File: src/hdl/srwdg_cfg.svh
/*
 * timing and option constants for the reset supervisor with watchdog.
 * assumes a single 50 MHz timebase (20 ns period).
 */
`ifndef SRWDG_CFG_SVH
`define SRWDG_CFG_SVH

// ----------------------------------------
// timebase
// ----------------------------------------
`define SRWDG_CLK_PERIOD_NS   20
`define SRWDG_CLK_HZ          50000000

// ----------------------------------------
// reset hold period
// ----------------------------------------
`define SRWDG_HOLD_MS         200
`define SRWDG_HOLD_CYC        ((`SRWDG_HOLD_MS * (`SRWDG_CLK_HZ / 1000)))

// ----------------------------------------
// watchdog timeout and minimum kick pulse
// ----------------------------------------
`define SRWDG_WD_TIMEOUT_MS   1600
`define SRWDG_WD_TIMEOUT_CYC  ((`SRWDG_WD_TIMEOUT_MS * (`SRWDG_CLK_HZ / 1000)))
`define SRWDG_KICK_MIN_NS     50
`define SRWDG_KICK_MIN_CYC    ((`SRWDG_KICK_MIN_NS + `SRWDG_CLK_PERIOD_NS - 1) / `SRWDG_CLK_PERIOD_NS)
`define SRWDG_SVC_LEN_CYC     4

// ----------------------------------------
// manual reset debounce time
// ----------------------------------------
`define SRWDG_DEBOUNCE_US     1000
`define SRWDG_DEBOUNCE_CYC    ((`SRWDG_DEBOUNCE_US * (`SRWDG_CLK_HZ / 1000000)))

`endif

File: src/hdl/srwdg_pkg.sv
/*
 * types for the reset supervisor with watchdog.
 * assumes nothing beyond a SystemVerilog compiler.
 */
package srwdg_pkg;
	typedef enum logic [1:0] {
		RST_CAUSE,
		RST_HOLD,
		RST_RUN
	} srwdg_state_e;
endpackage : srwdg_pkg

File: src/hdl/srwdg_sync.sv
/*
 * two-flop synchroniser with a counting filter behind it.
 * assumes CLOCK is the single timebase and RESET is synchronous, active high.
 */
`timescale 1ns/1ps
`default_nettype none

module srwdg_sync #(
	parameter int unsigned FILT_CYC = 1,
	parameter logic        INIT     = 1'b1
) (
	// clock and reset
	input  wire logic clk,
	input  wire logic rst,
	// raw and cleaned level
	input  wire logic din,
	output var  logic dout
);
	localparam int unsigned W = (FILT_CYC < 2) ? 1 : $clog2(FILT_CYC + 1);

	logic         s1_reg;
	logic         s2_reg;
	logic [W-1:0] cnt_reg;

	// first flop feeds only the second
	always_ff @(posedge clk) begin
		if (rst) begin
			s1_reg <= INIT;
			s2_reg <= INIT;
		end else begin
			s1_reg <= din;
			s2_reg <= s1_reg;
		end
	end

	// output follows only after the new level has been stable FILT_CYC cycles
	always_ff @(posedge clk) begin
		if (rst) begin
			cnt_reg <= '0;
			dout    <= INIT;
		end else if (s2_reg == dout) begin
			cnt_reg <= '0;
		end else if (cnt_reg >= W'(FILT_CYC - 1)) begin
			cnt_reg <= '0;
			dout    <= s2_reg;
		end else begin
			cnt_reg <= cnt_reg + W'(1);
		end
	end
endmodule : srwdg_sync

`default_nettype wire

File: src/hdl/srwdg_top.sv
/*
 * reset supervisor: supply-low, manual push-button and watchdog causes
 * drive a reset that is held for a fixed period after every cause ends.
 * assumes a 50 MHz CLOCK, a synchronous RESET standing for power-on,
 * and supply-low delivered as a digital level by an analog comparator.
 */
`timescale 1ns/1ps
`default_nettype none
`include "srwdg_cfg.svh"

// Summary of operation
// - hold reset for hold period after supply good
// - supply low clears the hold timer
// - every reset lasts at least hold period
// - manual low resets, then hold period after
// - unconnected manual input reads high, inactive
// - manual input debounced, one reset per press
// - kick stuck for timeout asserts reset
// - watchdog expiry followed by full hold period
// - kick edges and reset clear watchdog timer
// - kick pulses of 50 ns are seen
// - watchdog held cleared while reset asserted
// - internal chain pulses unconnected kick input
// - active-high reset is inverse of active-low
// - open-drain output sinks only during reset
module srwdg_top #(
	parameter bit          HAS_WATCHDOG  = 1'b1,
	parameter bit          HAS_MANUAL    = 1'b1,
	parameter bit          HAS_RST_N     = 1'b1,
	parameter bit          HAS_RST_HIGH  = 1'b1,
	parameter bit          OPEN_DRAIN    = 1'b0,
	parameter int unsigned HOLD_CYC      = `SRWDG_HOLD_CYC,
	parameter int unsigned WD_CYC        = `SRWDG_WD_TIMEOUT_CYC,
	parameter int unsigned DEBOUNCE_CYC  = `SRWDG_DEBOUNCE_CYC
) (
	// clock and power-on reset
	input  wire logic CLOCK,
	input  wire logic RESET,
	// reset causes
	input  wire logic SUPPLY_LOW,
	input  wire logic MANUAL_RESET_N,
	input  wire logic MANUAL_RESET_N_OE,
	input  wire logic WATCHDOG_KICK,
	input  wire logic WATCHDOG_KICK_OE,
	// internal counter-chain drive of the kick pin
	output var  logic WATCHDOG_KICK_DRV,
	output var  logic WATCHDOG_KICK_DRV_OE,
	// reset outputs
	output var  logic RESET_N_OUT,
	output var  logic RESET_N_OUT_OE,
	output var  logic RESET_HIGH_OUT
);
	localparam int unsigned HW = $clog2(HOLD_CYC + 1);
	localparam int unsigned WW = $clog2(WD_CYC + 1);
	// internal service pulse well inside the timeout, wide enough to be seen
	localparam int unsigned SVC_AT  = WD_CYC / 2;
	localparam int unsigned SVC_LEN = `SRWDG_SVC_LEN_CYC;

	// ----------------------------------------
	// pin resolution and synchronisers
	// ----------------------------------------
	logic man_pin;
	logic kick_pin;
	logic man_clean;
	logic kick_sync;
	logic kick_prev_reg;

	// undriven manual pin reads as its pull-up level
	assign man_pin  = (MANUAL_RESET_N_OE && HAS_MANUAL) ? MANUAL_RESET_N : 1'b1;
	// undriven kick pin follows the internal counter chain
	assign kick_pin = WATCHDOG_KICK_OE ? WATCHDOG_KICK
	                                   : (WATCHDOG_KICK_DRV_OE & WATCHDOG_KICK_DRV);

	// debounce filter swallows switch bounce: one clean press only
	srwdg_sync #(
		.FILT_CYC (DEBOUNCE_CYC),
		.INIT     (1'b1)
	) u_man_sync (
		.clk  (CLOCK),
		.rst  (RESET),
		.din  (man_pin),
		.dout (man_clean)
	);

	// no filter on kick: a 50 ns pulse spans at least two clock edges
	srwdg_sync #(
		.FILT_CYC (1),
		.INIT     (1'b0)
	) u_kick_sync (
		.clk  (CLOCK),
		.rst  (RESET),
		.din  (kick_pin),
		.dout (kick_sync)
	);

	always_ff @(posedge CLOCK) begin
		if (RESET) begin
			kick_prev_reg <= 1'b0;
		end else begin
			kick_prev_reg <= kick_sync;
		end
	end

	logic kick_edge;
	assign kick_edge = kick_sync ^ kick_prev_reg;

	// ----------------------------------------
	// reset sequencer
	// ----------------------------------------
	srwdg_pkg::srwdg_state_e state_reg;
	logic [HW-1:0]           hold_reg;
	logic [WW-1:0]           wd_reg;
	logic                    cause_now;
	logic                    wd_expire;
	logic                    rst_active;

	assign cause_now  = SUPPLY_LOW | (HAS_MANUAL & ~man_clean);
	assign wd_expire  = HAS_WATCHDOG && (wd_reg >= WW'(WD_CYC - 1));
	assign rst_active = (state_reg != srwdg_pkg::RST_RUN);

	always_ff @(posedge CLOCK) begin
		if (RESET) begin
			state_reg <= srwdg_pkg::RST_CAUSE;
			hold_reg  <= '0;
		end else begin
			unique case (state_reg)
				srwdg_pkg::RST_CAUSE: begin
					hold_reg <= '0;
					if (!cause_now) begin
						state_reg <= srwdg_pkg::RST_HOLD;
					end
				end
				srwdg_pkg::RST_HOLD: begin
					if (cause_now) begin
						hold_reg  <= '0;
						state_reg <= srwdg_pkg::RST_CAUSE;
					end else if (hold_reg >= HW'(HOLD_CYC - 1)) begin
						hold_reg  <= '0;
						state_reg <= srwdg_pkg::RST_RUN;
					end else begin
						hold_reg <= hold_reg + HW'(1);
					end
				end
				srwdg_pkg::RST_RUN: begin
					hold_reg <= '0;
					if (cause_now) begin
						state_reg <= srwdg_pkg::RST_CAUSE;
					end else if (wd_expire) begin
						state_reg <= srwdg_pkg::RST_HOLD;
					end
				end
			endcase
		end
	end

	// ----------------------------------------
	// watchdog timer
	// ----------------------------------------
	always_ff @(posedge CLOCK) begin
		if (RESET || rst_active || kick_edge || wd_expire) begin
			wd_reg <= '0;
		end else begin
			wd_reg <= wd_reg + WW'(1);
		end
	end

	// ----------------------------------------
	// internal kick counter chain
	// ----------------------------------------
	// low-high-low pulse once per timeout; the free-running count is
	// separate so a floating pin never lets the timer reach expiry
	logic [WW-1:0] svc_reg;

	always_ff @(posedge CLOCK) begin
		if (RESET || svc_reg >= WW'(WD_CYC - 1)) begin
			svc_reg <= '0;
		end else begin
			svc_reg <= svc_reg + WW'(1);
		end
	end

	always_ff @(posedge CLOCK) begin
		if (RESET) begin
			WATCHDOG_KICK_DRV    <= 1'b0;
			WATCHDOG_KICK_DRV_OE <= 1'b0;
		end else begin
			WATCHDOG_KICK_DRV    <= HAS_WATCHDOG && (svc_reg >= WW'(SVC_AT))
			                        && (svc_reg < WW'(SVC_AT + SVC_LEN));
			WATCHDOG_KICK_DRV_OE <= HAS_WATCHDOG && !WATCHDOG_KICK_OE;
		end
	end

	// ----------------------------------------
	// reset outputs
	// ----------------------------------------
	logic assert_next;
	assign assert_next = RESET || cause_now || (state_reg != srwdg_pkg::RST_RUN && !(
	                     state_reg == srwdg_pkg::RST_HOLD && hold_reg >= HW'(HOLD_CYC - 1)))
	                     || wd_expire;

	always_ff @(posedge CLOCK) begin
		RESET_N_OUT    <= HAS_RST_N ? (OPEN_DRAIN ? 1'b0 : !assert_next) : 1'b1;
		RESET_N_OUT_OE <= HAS_RST_N && (!OPEN_DRAIN || assert_next);
		RESET_HIGH_OUT <= HAS_RST_HIGH && assert_next;
	end

	// ----------------------------------------
	// checks
	// ----------------------------------------
	logic out_asserted;
	assign out_asserted = RESET_HIGH_OUT;

	logic [HW-1:0] low_run_reg;
	always_ff @(posedge CLOCK) begin
		if (RESET || !rst_active) begin
			low_run_reg <= '0;
		end else if (low_run_reg != HW'(HOLD_CYC)) begin
			low_run_reg <= low_run_reg + HW'(1);
		end
	end

	a_hold_min_len: assert property (@(posedge CLOCK) disable iff (RESET)
		$fell(rst_active) |-> $past(low_run_reg) >= HW'(HOLD_CYC - 1))
		else $error("reset released before hold period");

	a_supply_holds: assert property (@(posedge CLOCK) disable iff (RESET)
		SUPPLY_LOW |=> state_reg == srwdg_pkg::RST_CAUSE && hold_reg == '0)
		else $error("supply low did not clear hold timer");

	a_manual_asserts: assert property (@(posedge CLOCK) disable iff (RESET)
		(HAS_MANUAL && !man_clean) |=> out_asserted || !HAS_RST_HIGH)
		else $error("manual reset not asserted");

	a_wd_expiry: assert property (@(posedge CLOCK) disable iff (RESET)
		wd_expire && !cause_now |=> state_reg == srwdg_pkg::RST_HOLD && hold_reg == '0)
		else $error("watchdog expiry did not start hold");

	a_wd_edge_clear: assert property (@(posedge CLOCK) disable iff (RESET)
		kick_edge |=> wd_reg == '0)
		else $error("kick edge did not clear watchdog");

	a_wd_held: assert property (@(posedge CLOCK) disable iff (RESET)
		rst_active |=> wd_reg == '0)
		else $error("watchdog counted during reset");

	a_outputs_inverse: assert property (@(posedge CLOCK) disable iff (RESET)
		(HAS_RST_N && HAS_RST_HIGH && !OPEN_DRAIN) |-> RESET_N_OUT != RESET_HIGH_OUT)
		else $error("reset outputs not complementary");

	a_open_drain: assert property (@(posedge CLOCK) disable iff (RESET)
		(OPEN_DRAIN && HAS_RST_N) |-> RESET_N_OUT_OE == RESET_HIGH_OUT || !HAS_RST_HIGH)
		else $error("open-drain drive outside reset");

	a_release_after: assert property (@(posedge CLOCK) disable iff (RESET)
		state_reg == srwdg_pkg::RST_HOLD && !cause_now && hold_reg == HW'(HOLD_CYC - 1)
		&& !wd_expire |=> state_reg == srwdg_pkg::RST_RUN)
		else $error("reset not released after hold period");

	a_cause_asserts: assert property (@(posedge CLOCK) disable iff (RESET)
		cause_now |=> out_asserted || !HAS_RST_HIGH)
		else $error("reset cause did not assert output");

	a_hold_counts: assert property (@(posedge CLOCK) disable iff (RESET)
		state_reg == srwdg_pkg::RST_HOLD && !cause_now && hold_reg < HW'(HOLD_CYC - 1)
		|=> state_reg == srwdg_pkg::RST_HOLD && hold_reg == $past(hold_reg) + HW'(1))
		else $error("hold timer did not advance");

	a_run_release: assert property (@(posedge CLOCK) disable iff (RESET)
		state_reg == srwdg_pkg::RST_RUN && !cause_now && !wd_expire |=> !out_asserted)
		else $error("reset asserted without a cause");

	a_wd_count: assert property (@(posedge CLOCK) disable iff (RESET)
		!rst_active && !kick_edge && !wd_expire |=> wd_reg == $past(wd_reg) + WW'(1))
		else $error("watchdog did not count while running");

	a_pp_enable: assert property (@(posedge CLOCK) disable iff (RESET)
		(HAS_RST_N && !OPEN_DRAIN) |-> RESET_N_OUT_OE)
		else $error("push-pull output not driven");

	a_od_level: assert property (@(posedge CLOCK) disable iff (RESET)
		(HAS_RST_N && OPEN_DRAIN) |-> !RESET_N_OUT)
		else $error("open-drain output drives high");

	// ----------------------------------------
	// kick path checks
	// ----------------------------------------
	// a pin change passes two sync flops and the filter flop; the edge shows while the previous-level flop still holds the old level
	a_kick_edge_seen: assert property (@(posedge CLOCK) disable iff (RESET)
		!$past(RESET) && $changed(kick_pin) |-> ##3 kick_edge)
		else $error("kick pin change not detected");

	a_drive_enable: assert property (@(posedge CLOCK) disable iff (RESET)
		!$past(RESET) |-> WATCHDOG_KICK_DRV_OE == (HAS_WATCHDOG && !$past(WATCHDOG_KICK_OE)))
		else $error("kick drive enable wrong");

	a_chain_pulse_on: assert property (@(posedge CLOCK) disable iff (RESET)
		HAS_WATCHDOG && svc_reg == WW'(SVC_AT) |=> WATCHDOG_KICK_DRV)
		else $error("internal kick pulse did not start");

	a_chain_pulse_off: assert property (@(posedge CLOCK) disable iff (RESET)
		svc_reg == WW'(SVC_AT + SVC_LEN) |=> !WATCHDOG_KICK_DRV)
		else $error("internal kick pulse did not end");
endmodule : srwdg_top

`default_nettype wire

File: config.mk
export PLATFORM = sky130hd
export DESIGN_NAME = srwdg_top
export DESIGN_NICKNAME = d
export VERILOG_FILES = /design/src/hdl/srwdg_pkg.sv /design/src/hdl/srwdg_sync.sv /design/src/hdl/srwdg_top.sv
export VERILOG_INCLUDE_DIRS = /design/src /design/src/hdl
export SDC_FILE = /design/constraint.sdc
export NUM_CORES = 1
export LEC_CHECK = 0
export ABC_AREA = 1
export BUFFER_PORTS_ARGS = -buffer_cell sky130_fd_sc_hd__buf_2
export CAP_MARGIN = 40
export CORE_MARGIN = 1.5
export CORE_UTILIZATION = 40
export DETAILED_ROUTE_END_ITERATION = 8
export PLACE_DENSITY_LB_ADDON = 0.2
export SLEW_MARGIN = 20
export SYNTH_ARGS = -nofsm -noshare
export SYNTH_HDL_FRONTEND = slang
export SYNTH_HIERARCHICAL = 1
export SYNTH_SLANG_ARGS = --single-unit
export TNS_END_PERCENT = 10
File: constraint.sdc
create_clock -name CLOCK -period 2.8 [get_ports CLOCK]
set_input_delay 0.56 -clock CLOCK [delete_from_list [all_inputs] [get_ports CLOCK]]
set_output_delay 0.56 -clock CLOCK [all_outputs]
set_load 0.02 [all_outputs]
==> impl_metrics.yaml <==
placement:
  port_buffers: 10
  gp_congestion: 0.870
  hpwl_um: 8230
  place_area_um2: 5790
  dpl_worst_slack_ns: 0.939
critical_path:
  r2r_cells: 10
  crit_required_ns: 3.04
  cp_max_fo: 25
  startpoint_type: "flip-flop"
  worstSetupPathType: "flip-flop to flip-flop"
  r2r-end: "wd_reg[11]$_SDFF_PP0_"
  rrSetupSlack_ns: 0.93
  worstReg2RegStart: "wd_reg[0]$_SDFF_PP0_"
  crit_path_end_kind: "flip-flop"
  cp.arrival_ns: 2.11
min_path:
  min_from: "u_kick_sync/s1_reg$_SDFF_PP0_"
  worstHoldPathCells: 2
  min_path_type: "flip-flop to flip-flop"
  holdPathEnd: "u_kick_sync/s2_reg$_SDFF_PP0_"
clocking:
  cts_hold_buffers: 0
  cts_tree: "yes"
  cts_resized: 0
  cts_root_buffer: "clkbuf_16"
  clkSlewWorstSetupHoldPaths_ns: 0.08
  numCtsBuffers: 9
  cts_sinks: 107
  clk_latency_ns: 0.36
  ctsLongestPathBuffers: 2
  post_cts_buffers: 0
  cts_max_level: 3
pwr:
  clock_power_share_pct: 44.2
  ir_drop_mv: 0.337
  sw_frac_of_total_pct: 23.1
  p_switching_mw: 0.682
  intPower_mw: 2.27
  powerDensity_nw_per_um2: 484
  power_frac_seq_pct: 52.5
  leakage_nw: 2.14
  p_comb_share_pct: 3.4
layout:
  final_cell_area_um2: 6100
  syn2layout_area_growth_pct: 8.58
  drive_gt1_share_pct: 9.19
  final_util_pct: 44.3
  layout.nets: 834
  n_antenna_cell: 0
detailed_routing:
  dr.first_iter.drc_count: 258
  avgRoutedWirePerCell_um: 11.1
  drtPass1Iterations: 4
  routed_wl_um: 11200
  ant_nets: 0
  remaining_drc_errors: 0
  vias_per_cell: 4.72
  vias: 4752
grt:
  grt_max_degree: 28
  grt_usage_pct: 16.7
  overflow: 0
  grt_first_pass_wirelength_um: 20000
  antenna_found_initial: 0
  grt_pass1_vias: 4362
synthesis:
  yosys.area_share.simple_pct: 39.4
  synthXorXnorAreaFrac_pct: 7.02
  yosys_register_bits: 107
  synth.avg_cell_area_um2: 6.91
  synth_top_family_by_area: "simple AND/OR/NAND/NOR gates"
  synth.yosys.seq_area_share_pct: 38.2
  yosysWarnings: 6
  synth.distinct_cells: 38
  syn_nets: 824
  muxShareOfSynthArea_pct: 0
  synth_compound_area_share_pct: 5.04
  synth_area_um2: 5610
  postSynthCellCount: 812
  synth_adder_area_share_pct: 1.11
timing:
  tns_ns: 0
  holdWs_ns: 0.410
  hold_violations: 0
  period_share_pct: 66.7
  layout_setup_ws_ns: 0.934
  fin_worst_skew_ns: 0.00817
  period_needed_ns: 1.87
  timing.fmax_mhz: 536
  maxSlewViolCount: 0
  setup_viol: 0
  rsz0062_at_grt: "false"
floorplan:
  die_h_um: 121
  rows: 43
  die-area_um2: 14800
  die_w_um: 121
  start_util_pct: 40.8
  num_io_pins: 12
  coreArea_um2: 13800
outcome:
  status: "complete, no violations"
job:
  maxCapViolCount: 0
## cell usage after synthesis, drive strengths merged
master	n	area share, %
buf	9	1.5
nor2	166	12
o21ai	15	1.3
nor3	40	4.0
nand2	165	12
nand3	58	5.7
xnor2	9	1.4
or2	12	1.3
nand4	24	2.7
inv	112	7.5
conb	1	0.067
nand3b	3	0.40
and3	1	0.11
ha	5	1.1
a21oi	34	3.2
nor4	5	0.56
o31ai	1	0.13
dfxtp	107	38
o211ai	2	0.27
a211oi	1	0.13
xor2	36	5.6
clkbuf	2	0.18
nor3b	4	0.62
## final cells by class
cell class | count | area [um^2]
clock buffer | 9 | 225
clock inverter | 7 | 76.3
fill | 1488 | 7680
inverter | 112 | 420
multi-input combinational | 582 | 2960
sequential | 107 | 2140
tap | 180 | 225
timing repair buffer | 10 | 50.0
## critical path: stages, from the launching register on
cell and delay (ns):
dfxtp_1 0.42, ha_1 0.19, nand2_1 0.09, nor2_2 0.20
nand2_2 0.16, nand3_1 0.12, nand2_1 0.07, nand2_1 0.10
inv_2 0.07, nand2_4 0.24, nor3b_1 0.09
## worst max-delay path by stage
stage,from,end,slack [ns],depth (start not counted)
floorplan,svc_reg[0]$_SDFF_PP0_,svc_reg[0]$_SDFF_PP0_,1.21,11
global placement,wd_reg[0]$_SDFF_PP0_,wd_reg[2]$_SDFF_PP0_,0.93,10
detailed placement,wd_reg[0]$_SDFF_PP0_,wd_reg[11]$_SDFF_PP0_,0.94,10
CTS,wd_reg[0]$_SDFF_PP0_,wd_reg[11]$_SDFF_PP0_,0.92,10
global route,wd_reg[0]$_SDFF_PP0_,wd_reg[11]$_SDFF_PP0_,0.68,10
finish,wd_reg[0]$_SDFF_PP0_,wd_reg[11]$_SDFF_PP0_,0.93,10
## per-layer routing
layer	vias to the layer above	share of wire, %	track usage [%]
met5	-	0	0
met4	0	1.7	6.32
met3	11	2.6	2.87
met2	61	43	25.4
met1	2094	52	23.5
li1	2586	-	-
## stage by stage
| stage | cells | power [mW] |
|---|---|---|
| floorplan | 812 | 1.67 |
| global placement | 991 | 1.68 |
| detailed placement | 991 | 1.68 |
| CTS | 1007 | 2.99 |
| global route | 1007 | 3.07 |
| finish | 1007 | 2.95 |
## power by group through the flow
stage | logic [mW] | registers, mW | clock network, mW
after floorplan | 0.0822 | 1.58 | 0
after global routing | 0.116 | 1.55 | 1.41
after global placement | 0.102 | 1.58 | 0
after CTS | 0.102 | 1.55 | 1.34
after detailed placement | 0.102 | 1.58 | 0
final | 0.0994 | 1.55 | 1.30
## placed cells by master, fill, tap and decap left out, drive strengths merged
master / synthesis / final
conb: 1 / 1
a21oi: 34 / 34
o21ai: 15 / 15
bufinv: 0 / 1
clkinv: 0 / 2
o31ai: 1 / 1
nor3: 40 / 40
or2: 12 / 12
clkinvlp: 0 / 2
nor4: 5 / 5
ha: 5 / 5
xor2: 36 / 36
dfxtp: 107 / 107
clkbuf: 2 / 9
inv: 112 / 114
a211oi: 1 / 1
nand2: 165 / 165
and3: 1 / 1
nor2: 166 / 166
buf: 9 / 10
nor3b: 4 / 4
nand3b: 3 / 3
xnor2: 9 / 9
nand4: 24 / 24
nand3: 58 / 58
o211ai: 2 / 2
## cell families after synthesis
logic type      after synthesis
fa+ha+maj                     5
buf+inv                     123
xor+xnor                     45
compound gates               53
other cells                   1
flops                       107
simple gates                478
Note: power is estimated with default switching activity, not from simulation.
